==> config.mk <==
export PLATFORM = sky130hd
export DESIGN_NAME = svb_front_end
export DESIGN_NICKNAME = d
export VERILOG_FILES = /design/src/shared/svb_pkg.sv /design/src/hw/svb_front_end.sv /design/src/hw/svb_telem_tx.sv
export SDC_FILE = /design/constraint.sdc
export NUM_CORES = 1
export LEC_CHECK = 0
export BUFFER_PORTS_ARGS = -buffer_cell sky130_fd_sc_hd__buf_2
export CAP_MARGIN = 20
export CORE_MARGIN = 5
export CORE_UTILIZATION = 54
export CTS_CLUSTER_DIAMETER = 40
export CTS_CLUSTER_SIZE = 12
export DETAILED_ROUTE_END_ITERATION = 10
export PLACE_DENSITY = 0.75
export SYNTH_ARGS = -nofsm -noshare
export SYNTH_HDL_FRONTEND = slang
export SYNTH_SLANG_ARGS = --single-unit
==> constraint.sdc <==
create_clock -name ref_clk_i -period 4.5 [get_ports ref_clk_i]
set_input_delay 0 -clock ref_clk_i [delete_from_list [all_inputs] [get_ports ref_clk_i]]
set_output_delay 0 -clock ref_clk_i [all_outputs]
set_load 0.005 [all_outputs]
==> src/shared/svb_pkg.sv <==
//
// Overview of operation
// - ramp both rails to boot, per-rail power good
// - soft start at half or quarter fast slew
// - decode boot level from link pins at enable
// - pin pairs give 1.1, 1.0, 0.9, 0.8 volt
// - boot value latched, reused across power-ok toggles
// - boot register bit 7 selects stored code
// - link commands honoured only while power-ok high
// - power-ok loss resets link, telemetry high, boot
// - three wires, each party drives its own
// - decode voltage, low-power, telemetry, slope, offset commands
// - telemetry sends voltage or voltage plus current
// - alert on upward change, offset or slope change
// - 8-bit voltage code moves rails at fast slew
// - code 0 is 1.55 V, 6.25 mV steps
//
package svb_pkg;

  // ----------------------------------------------------------------
  // timing
  // ----------------------------------------------------------------
  localparam int CLK_PERIOD_NS = 100;
  // ramp accumulator unit is 2.5 uV, one code step is 6.25 mV
  localparam int RAMP_UNIT_NV = 2500;
  localparam int VID_STEP_UV = 6250;
  localparam logic [11:0] VID_STEP_UNITS =
    12'(VID_STEP_UV * 1000 / RAMP_UNIT_NV);
  localparam int FAST_MV_US_0 = 10;
  localparam int FAST_MV_US_1 = 15;
  localparam int FAST_MV_US_2 = 20;
  localparam int FAST_MV_US_3 = 25;
  localparam logic [9:0] SLEW_ADD [4] = '{
    10'(FAST_MV_US_0 * CLK_PERIOD_NS * 1000 / RAMP_UNIT_NV),
    10'(FAST_MV_US_1 * CLK_PERIOD_NS * 1000 / RAMP_UNIT_NV),
    10'(FAST_MV_US_2 * CLK_PERIOD_NS * 1000 / RAMP_UNIT_NV),
    10'(FAST_MV_US_3 * CLK_PERIOD_NS * 1000 / RAMP_UNIT_NV)};
  localparam int TEL_BIT_NS = 1000;
  localparam int TEL_BIT_CYCLES = TEL_BIT_NS / CLK_PERIOD_NS;
  localparam int ALERT_BITS = 4;

  // ----------------------------------------------------------------
  // voltage codes: volts = 1.55 - 0.00625 * code
  // ----------------------------------------------------------------
  localparam logic [7:0] CODE_1V10 = 8'h0048;
  localparam logic [7:0] CODE_1V00 = 8'h0058;
  localparam logic [7:0] CODE_0V90 = 8'h0068;
  localparam logic [7:0] CODE_0V80 = 8'h0078;
  localparam logic [7:0] CODE_ZERO = 8'h00F8;
  localparam int BOOT_SEL_BIT = 7;

  // ----------------------------------------------------------------
  // packet layout, 24 bits, msb first
  // ----------------------------------------------------------------
  localparam int PKT_BITS = 24;
  localparam int PKT_SEL_CORE = 23;
  localparam int PKT_SEL_NB = 22;
  localparam int PKT_LOW_PWR = 21;
  localparam int PKT_TEL_EN = 20;
  localparam int PKT_TEL_VI = 19;
  localparam int PKT_LL_UPD = 18;
  localparam int PKT_OFS_UPD = 17;
  localparam int PKT_VID_LSB = 8;
  localparam int PKT_LL_LSB = 5;
  localparam int PKT_OFS_LSB = 3;
  localparam logic [2:0] LL_INIT = 3'h0;
  localparam logic [1:0] OFS_INIT = 2'h0;

  typedef enum logic [1:0] {
    SEQ_OFF = 2'b00,
    SEQ_RAMP = 2'b01,
    SEQ_ON = 2'b11
  } svb_seq_e;

  typedef enum logic [1:0] {
    TEL_IDLE = 2'b00,
    TEL_SEND = 2'b01,
    TEL_ALERT = 2'b11
  } svb_tel_e;

endpackage

==> src/hw/svb_front_end.sv <==
`timescale 1ns/1ns
module svb_front_end #(
  parameter int TEL_BIT_CYC = svb_pkg::TEL_BIT_CYCLES
) (
  // clock and reset
  input wire logic ref_clk_i,
  input wire logic sys_rst_i,
  // pins from outside the clock domain
  input wire logic enable_i,
  input wire logic processor_power_ok_i,
  input wire logic vid_link_clock_line_i,
  input wire logic vid_link_data_line_i,
  // configuration from the nonvolatile store
  input wire logic [7:0] boot_voltage_source_select_i,
  input wire logic [1:0] fast_slew_sel_i,
  input wire logic soft_start_quarter_i,
  // measured rail currents for telemetry
  input wire logic [1:0][7:0] rail_current_i,
  // rail control
  output logic [1:0][7:0] voltage_code_o,
  output logic [1:0] rail_power_good_o,
  output logic [2:0] load_line_slope_o,
  output logic [1:0] vid_offset_o,
  output logic low_power_o,
  output logic telemetry_on_o,
  // link
  output logic vid_link_telemetry_alert_line_o
);

  // ----------------------------------------------------------------
  // input synchronisers
  // ----------------------------------------------------------------
  // 0 enable, 1 power ok, 2 link clock, 3 link data
  wire [3:0] pin_raw = {vid_link_data_line_i, vid_link_clock_line_i,
                        processor_power_ok_i, enable_i};
  logic [3:0] meta_r;
  logic [3:0] sync_r;
  logic [3:0] prev_r;

  genvar gs;
  generate
    for (gs = 0; gs < 4; gs++) begin : g_sync
      always_ff @(posedge ref_clk_i) begin
        if (sys_rst_i) begin
          meta_r[gs] <= 1'b0;
          sync_r[gs] <= 1'b0;
          prev_r[gs] <= 1'b0;
        end else begin
          meta_r[gs] <= pin_raw[gs];
          sync_r[gs] <= meta_r[gs];
          prev_r[gs] <= sync_r[gs];
        end
      end
    end
  endgenerate

  wire en_s = sync_r[0];
  wire en_rise = sync_r[0] & ~prev_r[0];
  wire pok_s = sync_r[1];
  wire pok_fall = ~sync_r[1] & prev_r[1];
  wire lclk_s = sync_r[2];
  wire ldat_s = sync_r[3];
  wire lclk_rise = sync_r[2] & ~prev_r[2];
  // start: data falls while the clock line is high
  wire frame_start = lclk_s & prev_r[2] & prev_r[3] & ~ldat_s;

  // ----------------------------------------------------------------
  // boot value resolution
  // ----------------------------------------------------------------
  logic [7:0] pin_code;
  always_comb begin
    unique case ({lclk_s, ldat_s})
      2'b00: pin_code = svb_pkg::CODE_1V10;
      2'b01: pin_code = svb_pkg::CODE_1V00;
      2'b10: pin_code = svb_pkg::CODE_0V90;
      2'b11: pin_code = svb_pkg::CODE_0V80;
    endcase
  end

  wire stored_sel = boot_voltage_source_select_i[svb_pkg::BOOT_SEL_BIT];
  wire [7:0] boot_nxt = stored_sel ?
    {1'b0, boot_voltage_source_select_i[6:0]} : pin_code;

  logic [7:0] boot_code_r;
  always_ff @(posedge ref_clk_i) begin
    if (sys_rst_i) boot_code_r <= svb_pkg::CODE_1V10;
    else if (en_rise) boot_code_r <= boot_nxt;
  end

  // ----------------------------------------------------------------
  // link receiver
  // ----------------------------------------------------------------
  // only runs while power ok is high; a drop kills any partial frame
  logic rx_active_r;
  logic [4:0] rx_cnt_r;
  logic [23:0] rx_sh_r;
  logic pkt_vld_r;

  always_ff @(posedge ref_clk_i) begin
    if (sys_rst_i || !pok_s || !en_s) begin
      rx_active_r <= 1'b0;
      rx_cnt_r <= '0;
      rx_sh_r <= '0;
      pkt_vld_r <= 1'b0;
    end else begin
      pkt_vld_r <= 1'b0;
      if (frame_start) begin
        rx_active_r <= 1'b1;
        rx_cnt_r <= '0;
      end else if (rx_active_r && lclk_rise) begin
        rx_sh_r <= {rx_sh_r[22:0], ldat_s};
        rx_cnt_r <= rx_cnt_r + 5'd1;
        if (rx_cnt_r == 5'(svb_pkg::PKT_BITS - 1)) begin
          rx_active_r <= 1'b0;
          pkt_vld_r <= 1'b1;
        end
      end
    end
  end

  // ----------------------------------------------------------------
  // command decode
  // ----------------------------------------------------------------
  svb_pkg::svb_seq_e seq_r;
  wire cmd_ok = pkt_vld_r & (seq_r == svb_pkg::SEQ_ON);
  wire [1:0] cmd_sel = {rx_sh_r[svb_pkg::PKT_SEL_NB],
                        rx_sh_r[svb_pkg::PKT_SEL_CORE]};
  wire [7:0] cmd_vid = rx_sh_r[svb_pkg::PKT_VID_LSB +: 8];
  wire [2:0] cmd_ll = rx_sh_r[svb_pkg::PKT_LL_LSB +: 3];
  wire [1:0] cmd_ofs = rx_sh_r[svb_pkg::PKT_OFS_LSB +: 2];
  wire cmd_ll_upd = cmd_ok & rx_sh_r[svb_pkg::PKT_LL_UPD];
  wire cmd_ofs_upd = cmd_ok & rx_sh_r[svb_pkg::PKT_OFS_UPD];

  logic cfg_alert_r;
  always_ff @(posedge ref_clk_i) begin
    if (sys_rst_i || !en_s || pok_fall) begin
      load_line_slope_o <= svb_pkg::LL_INIT;
      vid_offset_o <= svb_pkg::OFS_INIT;
      low_power_o <= 1'b0;
      telemetry_on_o <= 1'b0;
      cfg_alert_r <= 1'b0;
    end else begin
      cfg_alert_r <= cmd_ll_upd | cmd_ofs_upd;
      if (cmd_ok) begin
        low_power_o <= rx_sh_r[svb_pkg::PKT_LOW_PWR];
        telemetry_on_o <= rx_sh_r[svb_pkg::PKT_TEL_EN];
      end
      if (cmd_ll_upd) load_line_slope_o <= cmd_ll;
      if (cmd_ofs_upd) vid_offset_o <= cmd_ofs;
    end
  end

  logic tel_vi_r;
  always_ff @(posedge ref_clk_i) begin
    if (sys_rst_i || !en_s || pok_fall) tel_vi_r <= 1'b0;
    else if (cmd_ok) tel_vi_r <= rx_sh_r[svb_pkg::PKT_TEL_VI];
  end

  // ----------------------------------------------------------------
  // ramp rate
  // ----------------------------------------------------------------
  // soft start only: the fraction applies while booting
  wire [9:0] fast_add = svb_pkg::SLEW_ADD[fast_slew_sel_i];
  wire [9:0] ss_add = soft_start_quarter_i ? (fast_add >> 2) :
                      (fast_add >> 1);
  wire [9:0] ramp_add = (seq_r == svb_pkg::SEQ_RAMP) ? ss_add :
                        fast_add;

  // ----------------------------------------------------------------
  // per-rail ramp engines
  // ----------------------------------------------------------------
  logic [1:0][7:0] tgt_r;
  logic [1:0][11:0] acc_r;
  logic [1:0] up_r;
  logic [1:0] up_done;

  genvar gr;
  generate
    for (gr = 0; gr < 2; gr++) begin : g_rail
      wire [7:0] code = voltage_code_o[gr];
      wire moving = (code != tgt_r[gr]);
      wire [11:0] acc_sum = acc_r[gr] + {2'b00, ramp_add};
      wire step = moving & (acc_sum >= svb_pkg::VID_STEP_UNITS);
      // lower code means higher voltage
      wire [7:0] code_step = (tgt_r[gr] < code) ? code - 8'h0001 :
                             code + 8'h0001;
      wire [7:0] code_nxt = step ? code_step : code;
      wire [11:0] acc_nxt = !moving ? 12'h0000 :
        step ? acc_sum - svb_pkg::VID_STEP_UNITS : acc_sum;
      wire vid_hit = cmd_ok & cmd_sel[gr];
      assign up_done[gr] = up_r[gr] & step & (code_step == tgt_r[gr]);

      always_ff @(posedge ref_clk_i) begin
        if (sys_rst_i || !en_s) begin
          // disable drops the rail at once; no soft stop
          voltage_code_o[gr] <= svb_pkg::CODE_ZERO;
          tgt_r[gr] <= svb_pkg::CODE_ZERO;
          acc_r[gr] <= '0;
          up_r[gr] <= 1'b0;
        end else begin
          voltage_code_o[gr] <= code_nxt;
          acc_r[gr] <= acc_nxt;
          if (up_done[gr]) up_r[gr] <= 1'b0;
          if (en_rise) begin
            tgt_r[gr] <= boot_nxt;
            up_r[gr] <= 1'b0;
          end else if (pok_fall) begin
            tgt_r[gr] <= boot_code_r;
            up_r[gr] <= 1'b0;
          end else if (vid_hit) begin
            tgt_r[gr] <= cmd_vid;
            up_r[gr] <= (cmd_vid < code);
          end
        end
      end

      always_ff @(posedge ref_clk_i) begin
        if (sys_rst_i || !en_s) rail_power_good_o[gr] <= 1'b0;
        else if (seq_r == svb_pkg::SEQ_RAMP && !moving)
          rail_power_good_o[gr] <= 1'b1;
      end
    end
  endgenerate

  // ----------------------------------------------------------------
  // power-on sequencer
  // ----------------------------------------------------------------
  always_ff @(posedge ref_clk_i) begin
    if (sys_rst_i || !en_s) begin
      seq_r <= svb_pkg::SEQ_OFF;
    end else begin
      unique case (seq_r)
        svb_pkg::SEQ_OFF:
          if (en_rise) seq_r <= svb_pkg::SEQ_RAMP;
        svb_pkg::SEQ_RAMP:
          if (&rail_power_good_o) seq_r <= svb_pkg::SEQ_ON;
        svb_pkg::SEQ_ON:
          seq_r <= svb_pkg::SEQ_ON;
        default:
          seq_r <= svb_pkg::SEQ_OFF;
      endcase
    end
  end

  // ----------------------------------------------------------------
  // telemetry and alert line
  // ----------------------------------------------------------------
  // the device only ever drives this line; clock and data are inputs
  wire tel_alert = |up_done | cfg_alert_r;
  wire tel_hold = ~pok_s | ~en_s;

  svb_telem_tx #(
    .BIT_CYC(TEL_BIT_CYC),
    .ALERT_LEN(svb_pkg::ALERT_BITS)
  ) u_telem (
    .ref_clk_i(ref_clk_i),
    .sys_rst_i(sys_rst_i),
    .hold_high_i(tel_hold),
    .tel_en_i(telemetry_on_o),
    .tel_vi_i(tel_vi_r),
    .alert_i(tel_alert),
    .code_i(voltage_code_o),
    .cur_i(rail_current_i),
    .line_o(vid_link_telemetry_alert_line_o)
  );

endmodule

==> src/hw/svb_telem_tx.sv <==
`timescale 1ns/1ns
module svb_telem_tx #(
  parameter int BIT_CYC = svb_pkg::TEL_BIT_CYCLES,
  parameter int ALERT_LEN = svb_pkg::ALERT_BITS
) (
  // clock and reset
  input wire logic ref_clk_i,
  input wire logic sys_rst_i,
  // control
  input wire logic hold_high_i,
  input wire logic tel_en_i,
  input wire logic tel_vi_i,
  input wire logic alert_i,
  // telemetry data
  input wire logic [1:0][7:0] code_i,
  input wire logic [1:0][7:0] cur_i,
  // line
  output logic line_o
);

  // ----------------------------------------------------------------
  // bit rate divider
  // ----------------------------------------------------------------
  logic [15:0] div_r;
  wire bit_en = (div_r == 16'(BIT_CYC - 1));
  always_ff @(posedge ref_clk_i) begin
    if (sys_rst_i || hold_high_i || bit_en) div_r <= '0;
    else div_r <= div_r + 16'h0001;
  end

  // ----------------------------------------------------------------
  // frame: start bit low, then codes, then currents in vi mode
  // ----------------------------------------------------------------
  svb_pkg::svb_tel_e st_r;
  logic [32:0] sh_r;
  logic [5:0] left_r;
  logic pend_r;
  wire [32:0] frame = {1'b0, code_i[0], code_i[1], cur_i[0], cur_i[1]};
  wire [5:0] frame_len = tel_vi_i ? 6'd33 : 6'd17;

  always_ff @(posedge ref_clk_i) begin
    if (sys_rst_i || hold_high_i) begin
      st_r <= svb_pkg::TEL_IDLE;
      sh_r <= '0;
      left_r <= '0;
      pend_r <= 1'b0;
      line_o <= 1'b1;
    end else begin
      // a new alert wins over the clear of the pending one
      if (alert_i) pend_r <= 1'b1;
      else if (bit_en && st_r == svb_pkg::TEL_IDLE) pend_r <= 1'b0;
      if (bit_en) begin
        unique case (st_r)
          svb_pkg::TEL_IDLE: begin
            if (pend_r) begin
              st_r <= svb_pkg::TEL_ALERT;
              left_r <= 6'(ALERT_LEN - 1);
              line_o <= 1'b0;
            end else if (tel_en_i) begin
              st_r <= svb_pkg::TEL_SEND;
              sh_r <= {frame[31:0], 1'b0};
              left_r <= frame_len - 6'd1;
              line_o <= frame[32];
            end else begin
              line_o <= 1'b1;
            end
          end
          svb_pkg::TEL_SEND: begin
            if (left_r == 6'd0) begin
              st_r <= svb_pkg::TEL_IDLE;
              line_o <= 1'b1;
            end else begin
              left_r <= left_r - 6'd1;
              line_o <= sh_r[32];
              sh_r <= {sh_r[31:0], 1'b0};
            end
          end
          svb_pkg::TEL_ALERT: begin
            if (left_r == 6'd0) begin
              st_r <= svb_pkg::TEL_IDLE;
              line_o <= 1'b1;
            end else begin
              left_r <= left_r - 6'd1;
            end
          end
          default: st_r <= svb_pkg::TEL_IDLE;
        endcase
      end
    end
  end

endmodule

==> metrics <==
status=finished clean; crit start category=flop; final WL=approximately 24,000 µm; CTS tree=done; Mapped Area=just over 10,000 µm²; vias in the first global route=just over 8k; I/O Buffers=58; antenna violations before repair=0; drt drc=0; number of flops mapped to enable cells by yosys=0; hold slack=just under 0.06 ns; Mapped Nets=roughly 1.3k; multi-input logic area=between 6000 and 7000 µm²; vias per inst=a little under 6; worst r2r src=seq_r[1]; Layout area overhead=14.0%; PostCTS Resize Cnt=0; Synth Warn #=0; FF/Latch Area=about 3500 µm²; Mapped Cells=approximately 1.2k; share of the synthesized area in the top cell type=a little over a third; die boundary height=147 µm; Worst Setup Path Type=reg2reg; utilization after layout=about 62%; Peak VDD IR=0.000261 V; H-tree levels=4; first-pass GRT wire length=between 30,000 and 40,000 µm; largest cells by area after synthesis=dfxtp_1, ha_1, mux2i_1; Die X=~150 µm; DR pass1 iterations=6; CP arrival=around 4.5 ns; remaining antenna violation count after routing=0; worst rel slew slack=roughly 27%; Post-Syn Area per Cell=about 8.4 µm²; Gate power share=8.2%; fill count=1,593; CTS sink count=177; dominant cell type by area after synthesis=dfxtp_1; via count=8,837; Pwr per Cell Area=between 200 and 300 nW/µm²; RSZ-0062 raised after global routing=no; maximum fanout along the worst path=23; CP Launch Point=seq_r[1]; final hold violations=0; Core ar.=approximately 19,000 µm²; # rows=50; Sequential Power Share=roughly 50%; FF+latch count, synth=~180; minimum clock period=about 4.2 ns; Worst setup EP type=flop; Fin Setup TNS=0 ns; Top Ports=a little under 60; total global-route track usage=22.1%; Final nets=roughly 1.4k; leakage=between 4 and 5 nW; # setup viols final=0; DP Wirelength=around 17,000 µm; most common cell after layout, fill and taps aside=dfxtp_1; post-synthesis cell type count=79; # Post-CTS Setup Buffers=0; switching share of power=24.9%; Seq/Total Area, Yosys=about a third; Internal=about 0.0024 W; max-cap viol count=0; clock network fraction of total power=about 42%; n_diodes=0; largest net degree at the start of global routing=45; Wirelength per Cell=roughly 16 µm; Async S/R FF share, synth=0%; Clock Tree Buf Depth=2; Final Max Tran Viols=0; Post-synth top flop=dfxtp_1; DR iter-0 viols=614; layout cells sized above 1=between 10 and 15%; worst slew pin tran=1.09 ns; most frequent cells in the layout=dfxtp_1, nand2_1, nor2_1; Die Area=between 20,000 and 25,000 µm²; NetSw=just under 0.0008 W; GPL Wtd Cong=0.918; worst min-delay path startpoint=boot_voltage_source_select_i[7]; CTS Buf Count=17; crit share post-route=just over 90%; Hold Path Class=in2reg; clk_skew=between 0.008 and 0.009 ns; Tot Pwr=~0.0032 W; Fmax achieved=239 MHz; Overflow after GRT=0; Root Driver=clkbuf_16; CP required=~4.9 ns; Initial Utilization=a little over half; Clk pin slew, worst setup/hold paths=roughly 0.07 ns; clk_lat worst skew=roughly 0.43 ns
sequential cells by signal (all words and copies together) (netlist names), 2 cells and up:
| signal | cells |
|---|---|
| u_telem.sh_r | 32 |
| rx_sh_r | 24 |
| acc_r | 22 |
| g_rail.code | 16 |
| tgt_r | 16 |
| u_telem.div_r | 16 |
| boot_code_r | 7 |
| u_telem.left_r | 6 |
| rx_cnt_r | 5 |
| meta_r | 4 |
| prev_r | 4 |
| load_line_slope_o | 3 |
| rail_power_good_o | 2 |
| seq_r | 2 |
| u_telem.st_r | 2 |
| up_r | 2 |
| vid_offset_o | 2 |
cells in the mapped netlist, drive strengths merged (8+ instances only):
cell type  count
dfxtp        177
nand2        131
nor2         122
a21oi         99
ha            69
mux2i         55
a211oi        46
clkbuf        45
nand3         42
inv           41
o21ai         38
xnor2         37
nor2b         29
xor2          26
nor3          22
o211ai        21
a21o          16
nand2b        16
nand4         16
buf           14
or3           12
nand3b         9
o31ai          9
a31oi          8
and2           8
kinds of logic after synthesis:
logic type               count (synthesis)  share of synthesized area (%)
multiplexers                            59                           5.88
adder cells (fa/ha/maj)                 71                           8.92
AO/OA/AOI/OAI                          296                           19.9
XOR/XNOR                                63                           5.52
buffers and inverters                  100                           3.98
flip-flops                             177                           35.0
AND/OR/NAND/NOR                        441                           20.9
path summary, 6_finish.rpt:
kind	cells past startpoint	to	slack, ns
worst max-delay path	13	acc_r[5]	0.32
worst min-delay path	3	boot_code_r[4]	0.06
worst max register to register	13	acc_r[5]	0.32
worst min register to register	1	ldat_s	0.44
worst max-delay path: stages (launching register included):
cell and delay, ns:
dfxtp_1 0.35, nand2b_1 0.36, nor3_2 0.45, xnor2_1 0.12, ha_1 0.25, a2111oi_0 0.64
inv_2 0.07, o211ai_2 0.26, a211oi_1 0.11, a311oi_1 0.34, o32ai_2 0.18, a211o_2 0.56
nor2b_1 0.21, mux2i_1 0.19
timing repair:
| item | CTS | global route |
|---|---|---|
| endpoints found under the setup margin | 0 | 0 |
| hold buffers | 41 | 0 |
| endpoints found under the hold margin | 36 | 0 |
per-stage QoR:
stage	instances	worst slack [ns]	cell area [µm²]
after CTS	1526	0.366	11500
after detailed placement	1455	0.384	10600
after global routing	1528	0.0240	11600
after global placement	1455	0.480	10600
final	1528	0.317	11600
after floorplan	1207	0.224	10100
final cells by class:
cell class                 count  area share [%]
clock buffer                  17            3.68
sequential                   177            30.7
multi-input combinational    930            53.7
timing repair buffer         116            7.21
clock inverter                13           0.910
tap                          234            2.53
inverter                      41            1.33
power groups by stage:
stage / Clock (W) / Sequential, W / Combinational [W]
after detailed placement: 0 / 0.00161 / 0.000233
after global routing: 0.00145 / 0.00158 / 0.000290
after CTS: 0.00138 / 0.00158 / 0.000259
after global placement: 0 / 0.00161 / 0.000229
after floorplan: 0 / 0.00161 / 0.000175
final: 0.00135 / 0.00158 / 0.000263
per-layer routing:
metal  vias up  global-route usage [%]  share of wire (%)
met5         -                       0                  0
met4         0                    4.43                1.0
met3        24                    4.47                4.7
met2       218                    35.9                 46
met1      4114                    30.7                 48
li1       4481                       -                  -
Note: power is estimated with default switching activity, not from simulation.
